$ cat src/pkg/rlc_pkg.sv
/*
 * Constants and types for the record level control and noise gate.
 * Assumes a 48 kHz sample strobe and a 32-bit AHB-Lite register bus.
 */
package rlc_pkg;
    // =========================================================
    // Timing
    localparam int unsigned SAMPLE_HZ = 48000;
    localparam int unsigned GATE_WAIT_MS = 250;
    localparam int unsigned GATE_WAIT_SMP = GATE_WAIT_MS * SAMPLE_HZ / 1000;
    localparam int unsigned FADE_MS = 100;
    localparam int unsigned FADE_SMP = FADE_MS * SAMPLE_HZ / 1000;
    localparam int unsigned ACC_W = 14;
    localparam logic [13:0] FADE_STEP = 14'((2 ** ACC_W + FADE_SMP - 1) / FADE_SMP);
    localparam logic [23:0] ATK_BASE = 24'h000001;
    localparam logic [23:0] DEC_BASE = 24'h000010;
    localparam logic [23:0] HOLD_BASE = 24'h000040;
    localparam logic [4:0] TARG_OFS = 5'h08;
    // =========================================================
    // Register indices (byte address is four times the index)
    localparam logic [15:0] IDX_CTL0 = 16'h4011;
    localparam logic [15:0] IDX_CTL1 = 16'h4012;
    localparam logic [15:0] IDX_CTL2 = 16'h4013;
    localparam logic [15:0] IDX_GATE = 16'h4014;
    localparam logic [15:0] IDX_MAN_L = 16'h4015;
    localparam logic [15:0] IDX_MAN_R = 16'h4016;
    localparam logic [15:0] IDX_STAT = 16'h4017;
    localparam int unsigned NREG = 6;
    localparam logic [7:0] RST_CTL0 = 8'h70;
    localparam logic [7:0] RST_CTL1 = 8'h44;
    localparam logic [7:0] RST_CTL2 = 8'h48;
    localparam logic [7:0] RST_GATE = 8'h00;
    localparam logic [7:0] RST_MAN_L = 8'h10;
    localparam logic [7:0] RST_MAN_R = 8'h10;
    localparam logic [47:0] RST_VALS = {RST_MAN_R, RST_MAN_L, RST_GATE,
                                        RST_CTL2, RST_CTL1, RST_CTL0};
    // =========================================================
    // Field positions
    localparam int unsigned SEL_LSB = 0;
    localparam int unsigned CEIL_LSB = 4;
    localparam int unsigned TARG_LSB = 0;
    localparam int unsigned ATK_LSB = 4;
    localparam int unsigned HOLD_LSB = 0;
    localparam int unsigned DEC_LSB = 4;
    localparam int unsigned THR_LSB = 0;
    localparam int unsigned GEN_BIT = 5;
    localparam int unsigned GTYP_LSB = 6;
    localparam int unsigned STAT_PGA_R_LSB = 8;
    localparam int unsigned STAT_GST_LSB = 16;
    localparam int unsigned STAT_MUTE_BIT = 20;
    // =========================================================
    // Encodings
    localparam logic [2:0] SEL_LEFT = 3'h1;
    localparam logic [2:0] SEL_RIGHT = 3'h2;
    localparam logic [2:0] SEL_STEREO = 3'h3;
    localparam logic [2:0] SEL_DSP = 3'h4;
    localparam logic [1:0] GT_FREEZE = 2'h0;
    localparam logic [1:0] GT_MUTE = 2'h1;
    localparam logic [1:0] GT_FADE = 2'h2;
    localparam logic [1:0] GT_FADE_MUTE = 2'h3;
    typedef enum logic [1:0] {G_OPEN, G_SHUT, G_FADE, G_DONE} rlc_gate_t;
endpackage

$ cat src/rtl/rlc_top.sv
/*
 * Record level control loop with noise gate and AHB-Lite registers.
 * Assumes samples and processor gain arrive on ref_clk; smp_valid is one
 * cycle per audio sample.
 */
`timescale 1ns/100ps
// Behaviour
// - Select field enables loop, picks mode
// - Stereo: louder channel drives shared gain
// - Processor mode: processor sets amplifier gain
// - Four-bit target recording level
// - Attack field sets gain reduction rate
// - Raise gain only after hold time
// - Decay field sets gain raise rate
// - Loop gain clamped to ceiling field; manual and processor gains are not
// - Gain bounded at amplifier minimum
// - Enabled gate acts below threshold
// - Five-bit gate closing threshold
// - Gate closes after 250 ms below
// - Gate opens 6 dB above close
// - Type 00 freezes gain
// - Type 01 mutes converter output
// - Type 10 fades gain, no mute
// - Type 11 fades then mutes
// - Level measured from converter samples
// - Gain moves in tiny steps
module rlc_top import rlc_pkg::*; #(
    parameter int unsigned GATE_WAIT = GATE_WAIT_SMP
) (
    input logic ref_clk,
    input logic rst_b,
    input logic hsel,
    input logic [31:0] haddr,
    input logic [1:0] htrans,
    input logic hwrite,
    input logic [2:0] hsize,
    input logic [31:0] hwdata,
    input logic hready,
    output logic hreadyout,
    output logic [31:0] hrdata,
    output logic hresp,
    input logic smp_valid,
    input logic [23:0] smp_l,
    input logic [23:0] smp_r,
    input logic [5:0] proc_gain_l,
    input logic [5:0] proc_gain_r,
    output logic [5:0] pga_gain_l,
    output logic [5:0] pga_gain_r,
    output logic out_valid,
    output logic [23:0] out_l,
    output logic [23:0] out_r,
    output logic gate_mute
);
    // =========================================================
    // Helpers
    function automatic logic loop_mode(input logic [2:0] s);
        return (s == SEL_LEFT) || (s == SEL_RIGHT) || (s == SEL_STEREO);
    endfunction

    // Octave level: 6 dB per step, 0 for silence
    function automatic logic [4:0] level_of(input logic [23:0] x);
        logic [23:0] m;
        logic [4:0] l;
        m = x[23] ? ~x : x;
        l = 5'h00;
        for (int i = 0; i < 24; i++) begin
            if (m[i]) begin
                l = 5'(i + 1);
            end
        end
        return l;
    endfunction

    function automatic logic [23:0] interval(input logic [23:0] b, input logic [3:0] f);
        return b << f;
    endfunction

    // =========================================================
    // Register bus
    logic [7:0] reg_r [NREG];
    logic wr_pend_r;
    logic [15:0] wr_idx_r;
    logic [31:0] hrdata_r;
    logic [31:0] rd_nxt;
    logic ap;
    logic [15:0] a_idx;

    assign ap = hsel && hready && htrans[1];
    assign a_idx = haddr[17:2];
    assign hreadyout = 1'b1;
    assign hresp = 1'b0;
    assign hrdata = hrdata_r;

    always_ff @(posedge ref_clk) begin
        if (!rst_b) begin
            wr_pend_r <= 1'b0;
            wr_idx_r <= 16'h0000;
        end else if (hready) begin
            wr_pend_r <= ap && hwrite && (hsize == 3'h2);
            wr_idx_r <= a_idx;
        end
    end

    for (genvar g = 0; g < NREG; g++) begin : g_reg
        always_ff @(posedge ref_clk) begin
            if (!rst_b) begin
                reg_r[g] <= RST_VALS[g*8 +: 8];
            end else if (wr_pend_r && wr_idx_r == IDX_CTL0 + 16'(g)) begin
                reg_r[g] <= hwdata[7:0];
            end
        end
    end

    logic [2:0] sel;
    logic [2:0] ceil;
    logic [3:0] targ, atk, hold, dec;
    logic [4:0] thr;
    logic gen;
    logic [1:0] gtyp;
    logic [5:0] man_l, man_r;
    assign sel = reg_r[0][SEL_LSB +: 3];
    assign ceil = reg_r[0][CEIL_LSB +: 3];
    assign targ = reg_r[1][TARG_LSB +: 4];
    assign atk = reg_r[1][ATK_LSB +: 4];
    assign hold = reg_r[2][HOLD_LSB +: 4];
    assign dec = reg_r[2][DEC_LSB +: 4];
    assign thr = reg_r[3][THR_LSB +: 5];
    assign gen = reg_r[3][GEN_BIT];
    assign gtyp = reg_r[3][GTYP_LSB +: 2];
    assign man_l = reg_r[4][5:0];
    assign man_r = reg_r[5][5:0];

    rlc_gate_t gst;
    logic [5:0] pga_l_r, pga_r_r;
    logic mute_r;

    always_comb begin
        rd_nxt = 32'h0000_0000;
        if (a_idx >= IDX_CTL0 && a_idx < IDX_STAT) begin
            if (wr_pend_r && wr_idx_r == a_idx) begin
                rd_nxt[7:0] = hwdata[7:0];
            end else begin
                rd_nxt[7:0] = reg_r[3'(a_idx - IDX_CTL0)];
            end
        end else if (a_idx == IDX_STAT) begin
            rd_nxt[5:0] = pga_l_r;
            rd_nxt[STAT_PGA_R_LSB +: 6] = pga_r_r;
            rd_nxt[STAT_GST_LSB +: 2] = gst;
            rd_nxt[STAT_MUTE_BIT] = mute_r;
        end
    end

    always_ff @(posedge ref_clk) begin
        if (!rst_b) begin
            hrdata_r <= 32'h0000_0000;
        end else if (ap && !hwrite) begin
            hrdata_r <= rd_nxt;
        end
    end

    // =========================================================
    // Level measurement
    logic [4:0] lvl_l, lvl_r, lvl_g, lvl_c, tgt;
    logic loop_on;
    assign lvl_l = level_of(smp_l);
    assign lvl_r = level_of(smp_r);
    assign lvl_g = (lvl_l > lvl_r) ? lvl_l : lvl_r;
    assign lvl_c = (sel == SEL_LEFT) ? lvl_l : (sel == SEL_RIGHT) ? lvl_r : lvl_g;
    assign tgt = 5'(targ) + TARG_OFS;
    assign loop_on = loop_mode(sel);

    // =========================================================
    // Noise gate
    logic [15:0] below_cnt;
    logic [13:0] acc_r;

    always_ff @(posedge ref_clk) begin
        if (!rst_b) begin
            gst <= G_OPEN;
            below_cnt <= 16'h0000;
        end else if (!gen) begin
            gst <= G_OPEN;
            below_cnt <= 16'h0000;
        end else if (smp_valid) begin
            unique case (gst)
                G_OPEN: begin
                    if (lvl_g < thr) begin
                        if (below_cnt == 16'(GATE_WAIT - 1)) begin
                            below_cnt <= 16'h0000;
                            gst <= gtyp[1] ? G_FADE : G_SHUT;
                        end else begin
                            below_cnt <= below_cnt + 16'h0001;
                        end
                    end else begin
                        below_cnt <= 16'h0000;
                    end
                end
                G_SHUT, G_DONE: begin
                    if (lvl_g > thr) begin
                        gst <= G_OPEN;
                    end
                end
                G_FADE: begin
                    if (lvl_g > thr) begin
                        gst <= G_OPEN;
                    end else if (acc_r == 14'h0000 || !loop_on) begin
                        gst <= G_DONE;
                    end
                end
            endcase
        end
    end

    // =========================================================
    // Gain loop: 6 integer bits, 8 fraction bits
    logic [23:0] hold_r, tick_r, atk_int, dec_int, hold_int;
    logic [13:0] ceil_acc;
    logic frozen;
    assign atk_int = interval(ATK_BASE, atk);
    assign dec_int = interval(DEC_BASE, dec);
    assign hold_int = interval(HOLD_BASE, hold);
    assign ceil_acc = {ceil, 3'h7, 8'h00};
    assign frozen = (gst == G_SHUT) && (gtyp == GT_FREEZE);

    always_ff @(posedge ref_clk) begin
        if (!rst_b) begin
            acc_r <= 14'h0000;
            hold_r <= 24'h000000;
            tick_r <= 24'h000000;
        end else if (!loop_on) begin
            acc_r <= {man_l, 8'h00};
            hold_r <= 24'h000000;
            tick_r <= 24'h000000;
        end else if (acc_r > ceil_acc) begin
            acc_r <= ceil_acc;
        end else if (smp_valid && !frozen) begin
            if (gst == G_FADE) begin
                acc_r <= (acc_r > FADE_STEP) ? acc_r - FADE_STEP : 14'h0000;
            end else if (gst == G_DONE) begin
                acc_r <= 14'h0000;
            end else if (lvl_c > tgt) begin
                hold_r <= 24'h000000;
                if (tick_r >= atk_int - 24'h000001) begin
                    tick_r <= 24'h000000;
                    if (acc_r != 14'h0000) begin
                        acc_r <= acc_r - 14'h0001;
                    end
                end else begin
                    tick_r <= tick_r + 24'h000001;
                end
            end else if (lvl_c < tgt) begin
                if (hold_r < hold_int) begin
                    hold_r <= hold_r + 24'h000001;
                end else if (tick_r >= dec_int - 24'h000001) begin
                    tick_r <= 24'h000000;
                    if (acc_r < ceil_acc) begin
                        acc_r <= acc_r + 14'h0001;
                    end
                end else begin
                    tick_r <= tick_r + 24'h000001;
                end
            end else begin
                hold_r <= 24'h000000;
                tick_r <= 24'h000000;
            end
        end
    end

    // =========================================================
    // Amplifier gain outputs
    always_ff @(posedge ref_clk) begin
        if (!rst_b) begin
            pga_l_r <= 6'h00;
            pga_r_r <= 6'h00;
        end else begin
            case (sel)
                SEL_LEFT: begin
                    pga_l_r <= acc_r[13:8];
                    pga_r_r <= man_r;
                end
                SEL_RIGHT: begin
                    pga_l_r <= man_l;
                    pga_r_r <= acc_r[13:8];
                end
                SEL_STEREO: begin
                    pga_l_r <= acc_r[13:8];
                    pga_r_r <= acc_r[13:8];
                end
                SEL_DSP: begin
                    pga_l_r <= proc_gain_l;
                    pga_r_r <= proc_gain_r;
                end
                default: begin
                    pga_l_r <= man_l;
                    pga_r_r <= man_r;
                end
            endcase
        end
    end
    assign pga_gain_l = pga_l_r;
    assign pga_gain_r = pga_r_r;

    // =========================================================
    // Digital mute of converter output
    logic mute_now, out_vld_r;
    logic [23:0] out_l_r, out_r_r;
    assign mute_now = gen && (((gst == G_SHUT) && (gtyp == GT_MUTE))
                      || ((gst == G_DONE) && (gtyp == GT_FADE_MUTE)));

    always_ff @(posedge ref_clk) begin
        if (!rst_b) begin
            mute_r <= 1'b0;
            out_vld_r <= 1'b0;
            out_l_r <= 24'h000000;
            out_r_r <= 24'h000000;
        end else begin
            mute_r <= mute_now;
            out_vld_r <= smp_valid;
            if (smp_valid) begin
                out_l_r <= mute_now ? 24'h000000 : smp_l;
                out_r_r <= mute_now ? 24'h000000 : smp_r;
            end
        end
    end
    assign out_valid = out_vld_r;
    assign out_l = out_l_r;
    assign out_r = out_r_r;
    assign gate_mute = mute_r;
endmodule // rlc_top

$ cat config.mk
export PLATFORM = sky130hd
export DESIGN_NAME = rlc_top
export DESIGN_NICKNAME = d
export VERILOG_FILES = /design/src/pkg/rlc_pkg.sv /design/src/rtl/rlc_top.sv
export SDC_FILE = /design/constraint.sdc
export NUM_CORES = 1
export LEC_CHECK = 0
export ABC_AREA = 1
export ABC_CLOCK_PERIOD_IN_PS = 17300
export BUFFER_PORTS_ARGS = -buffer_cell sky130_fd_sc_hd__buf_2
export CAP_MARGIN = 15
export CORE_ASPECT_RATIO = 0.75
export CORE_MARGIN = 1.5
export CORE_UTILIZATION = 57
export DETAILED_ROUTE_END_ITERATION = 12
export GPL_TIMING_DRIVEN = 0
export PLACE_DENSITY = 0.8
export SLEW_MARGIN = 20
export SYNTH_ARGS = -nofsm -noshare
export SYNTH_HDL_FRONTEND = slang
export SYNTH_SLANG_ARGS = --single-unit
$ cat constraint.sdc
create_clock -name ref_clk -period 17.3 [get_ports ref_clk]
set_input_delay 1.73 -clock ref_clk [delete_from_list [all_inputs] [get_ports ref_clk]]
set_output_delay 1.73 -clock ref_clk [all_outputs]
set_load 0.03 [all_outputs]
==> flow_summary_export.csv <==
group,metric,value,unit
drt,route.detailed.drc,0,
cts,cts_hold_buffers,0,
placement,dp_slack,8.329,ns
sta,rsz0062_at_grt,"no",
cts,ctsHtreeMaxLevel,1,
die,dieWidth,187.0,um
cts,cts_setup_buffers,0,
sta,fin_crit_sh,49.90,%
logic_synthesis,synth_largest_type_area_fraction,24.33,%
sta,setup_slack,8.668,ns
logic_synthesis,synthSimpleGateAreaFrac,24.85,%
layout,antenna-diode-count,0,
layout,nFillCells,2137,
sta,slew_headroom,35.38,%
layout,areaGrowthSynthToFinish,15.47,%
grt,globalRouteTotalUtil,31.66,%
min_path,hp-class,"flip-flop to flip-flop",
sta,worst_slew_pin_slew,0.9620,ns
layout,multi_input_area,8377,sq um
drt,wl_per_cell,16.81,um
layout,layout.cells.most_common,"sky130_fd_sc_hd__nand2_1",
layout,most_frequent_cells_in_the_layout,"367 x sky130_fd_sc_hd__nand2_1, 237 x sky130_fd_sc_hd__nor2_1, 212 x sky130_fd_sc_hd__a21oi_1",
sta,clock-skew-final,0.01143,ns
logic_synthesis,mapped_cells,2009,
logic_synthesis,synthesized_area_fraction_occupied_by_xor_and_xnor_cells,4.778,%
cts,clock_insertion_delay_worst_skew,0.53,ns
logic_synthesis,netlist-cell-type-count,62,
grt,maximum_number_of_pins_on_one_net_before_global_route_repair,16,
setup_path,worst-setup-path-type,"input pin to flip-flop",
logic_synthesis,synth_top_flop_cell,"sky130_fd_sc_hd__dfxtp_1",
die,start_util,58.01,%
drt,total_routed_wirelength,43.40,mm
setup_path,regToRegEndpoint,"acc_r[11]",
drt,drt.antenna.violating_nets,0,
sta,hold_viol_final,0,
grt,grt_overflow_total,0,
cts,clock_sink_count,224,
status,outcome,"completed",
power_and_ir_drop,irDropWorstVdd,0.06717,mV
setup_path,rr_worst_depth,33,
setup_path,cpMaxStageDelayCell,"sky130_fd_sc_hd__a32oi_1",
logic_synthesis,synthesis.area,14480,sq um
logic_synthesis,number_of_flops_mapped_to_enable_cells_by_yosys,48,
placement,detailed_place.area,15830,sq um
sta,whs,0.4739,ns
placement,post-dp-hpwl,33.45,mm
sta,timing.fmax,0.1158,GHz
drt,route.vias.total,14815,
run,max-cap-violations,0,
cts,clk_pin_slew,0.06,ns
logic_synthesis,synth_compound_gate_area_share,18.71,%
min_path,hold_worst_path_end,"hrdata[13]",
setup_path,critical_path_peak_fanout,15,
logic_synthesis,synth-warning-count,0,
drt,firstDrtPassIters,7,
setup_path,worst_setup_path_start_kind,"input pin",
layout,instances_no_fill,2581,
logic_synthesis,post_synth_mux_area_share,0,%
logic_synthesis,synth_top_cells_by_area,"sky130_fd_sc_hd__dfxtp_1 24%, sky130_fd_sc_hd__edfxtp_1 10%, sky130_fd_sc_hd__nand2_1 9.5%",
setup_path,crit_arrival,9.03,ns
logic_synthesis,ys_seq_elements,224,
setup_path,crit_path_max_incr_delay,0.50,ns
setup_path,worst-endpoint-required,17.70,ns
power_and_ir_drop,p_per_area,87.26,nW/um^2
setup_path,timing.reg2reg.setup_slack,11.06,ns
cts,ctsResizeCount,0,
setup_path,timing.rr.start,"reg_r[0][2]",
min_path,worstHoldPathCells,2,
die,floorplan.die_area,26380,sq um
drt,drt_iter0_drc,1390,
setup_path,setup.worst_path.end_class,"flip-flop",
die,core-area,24960,sq um
cts,clock_tree.buffer_depth,3,
min_path,holdCritStartpoint,"hrdata[13]",
die,io-pin-count,231,
logic_synthesis,post_synth.cell_area_avg,7.208,sq um
layout,share_of_cells_above_drive_strength_1,12.53,%
placement,buffer_ports.inserted,168,
logic_synthesis,combinational_family_with_the_most_area_after_synthesis,"simple AND/OR/NAND/NOR gates",
grt,initial_antenna_violation_count,1,
grt,wire_length_of_the_first_global_routing_pass,68.41,mm
grt,first_global_vias,13555,
die,die_h,141.0,um
layout,total_non_filler_cell_area_in_the_finished_layout,16720,sq um
layout,finish.net_count,2463,
sta,setup_viol_count_final,0,
placement,dpl.cell_count,2538,
drt,detail_route.vias_per_cell,5.740,
logic_synthesis,yosys.area_share.adder,8.865,%
power_and_ir_drop,leakagePower,7.522,nW
cts,cts-buffers-inserted,24,
logic_synthesis,ys_async_sr_fraction,0,%
sta,setup_tns,0,ns
placement,gpl.final_weighted_congestion,0.9630,
logic_synthesis,seq_area_frac_synth,34.29,%
sta,count_of_pins_over_their_slew_limit,0,
sta,finalWorstPathRequiredPeriod,8.632,ns
cts,cts_tree,"built",
logic_synthesis,synth_area_leader_cell,"sky130_fd_sc_hd__dfxtp_1",
setup_path,worst_path_most_repeated_cell,"sky130_fd_sc_hd__nand2_1",
die,placement_rows,50,
layout,sequential_cell_area,4965,sq um
cts,clock_tree.root_cell,"sky130_fd_sc_hd__clkbuf_16",
## cell usage after synthesis (all sizes together), types with 2 or more instances
cell type	instances
a21boi	3
ha	101
nand4	41
or2	6
nor2	247
o21bai	4
clkinv	7
a221oi	16
nor4	15
nor3	47
a21oi	212
a32oi	2
nand3b	2
nor3b	6
o21a	5
xnor2	48
buf	31
edfxtp	48
nand2	373
dfxtp	176
o2111ai	2
a2111oi	3
o21ai	174
and2	3
clkbuf	52
a31oi	15
o22ai	13
inv	213
nand3	71
a211oi	16
o31ai	4
xor2	31
o211ai	10
conb	2
o221ai	2
## layer usage
| layer | share of wire, % | track usage, % | vias to the layer above | wire length, um |
|---|---|---|---|---|
| li1 | - | - | 7202 | - |
| met1 | 45 | 46.05 | 6777 | 19400 |
| met2 | 42 | 48.00 | 743 | 18360 |
| met3 | 11 | 6.497 | 93 | 4625 |
| met4 | 2.3 | 7.598 | 0 | 1013 |
| met5 | 0 | 0 | - | 0 |
## worst max-delay path, delay by kind of cell
kind	cells	cell delay, ns
AOI/OAI and AO/OA	10	2.10
buffers and inverters	6	1.46
adders and majority gates	3	1.04
xor gates and xnor gates	2	0.39
and+or+nand+nor	23	2.29
## sequential cells by signal, indices dropped and copies added, names as in the netlist
| signal | flops |
|---|---|
| wr_idx_r | 16 |
| gate_mute | 1 |
| gst | 2 |
| tick_r | 24 |
| below_cnt | 16 |
| pga_gain_l | 6 |
| out_l | 24 |
| out_valid | 1 |
| hrdata | 17 |
| hold_r | 24 |
| pga_gain_r | 6 |
| wr_pend_r | 1 |
| reg_r | 48 |
| out_r | 24 |
| acc_r | 14 |
## through the flow
step	util, %	total power [mW]
after detailed placement	63.42	0.8789
after global routing	66.98	1.515
after floorplan	-	0.7910
after global placement	63.42	0.8713
final	66.98	1.459
after CTS	66.98	1.455
## area by class of cell
cell class                 count  area share (%)
multi-input combinational   1505           50.10
sequential                   224           29.69
timing repair buffer         168           5.029
inverter                     220           4.969
clock buffer                  33           4.348
tap                          338           2.529
buffer                        83           2.357
clock inverter                10          0.9728
## where the power goes
group | internal (mW) | switching [mW]
Clock | 0.354 | 0.227
Combinational | 0.103 | 0.208
Sequential | 0.551 | 0.0161
Total | 1.01 | 0.450
## worst max-delay path by stage
stage,startpoint,slack [ns],depth (start not counted),endpoint
floorplan,smp_r[23],9.92,44,acc_r[11]
global placement,smp_r[23],8.49,44,acc_r[11]
detailed placement,smp_r[23],8.33,44,acc_r[11]
CTS,smp_r[23],8.86,44,acc_r[11]
global route,smp_r[23],8.00,44,acc_r[11]
finish,smp_r[23],8.67,44,acc_r[11]
## cells by family after synthesis
family,count (synthesis)
adder cells (fa/ha/maj),102
AO/OA/AOI/OAI,487
XOR/XNOR,79
other,2
flip-flops,224
AND/OR/NAND/NOR,812
buffers and inverters,303
(Power assumes the default switching activity.)
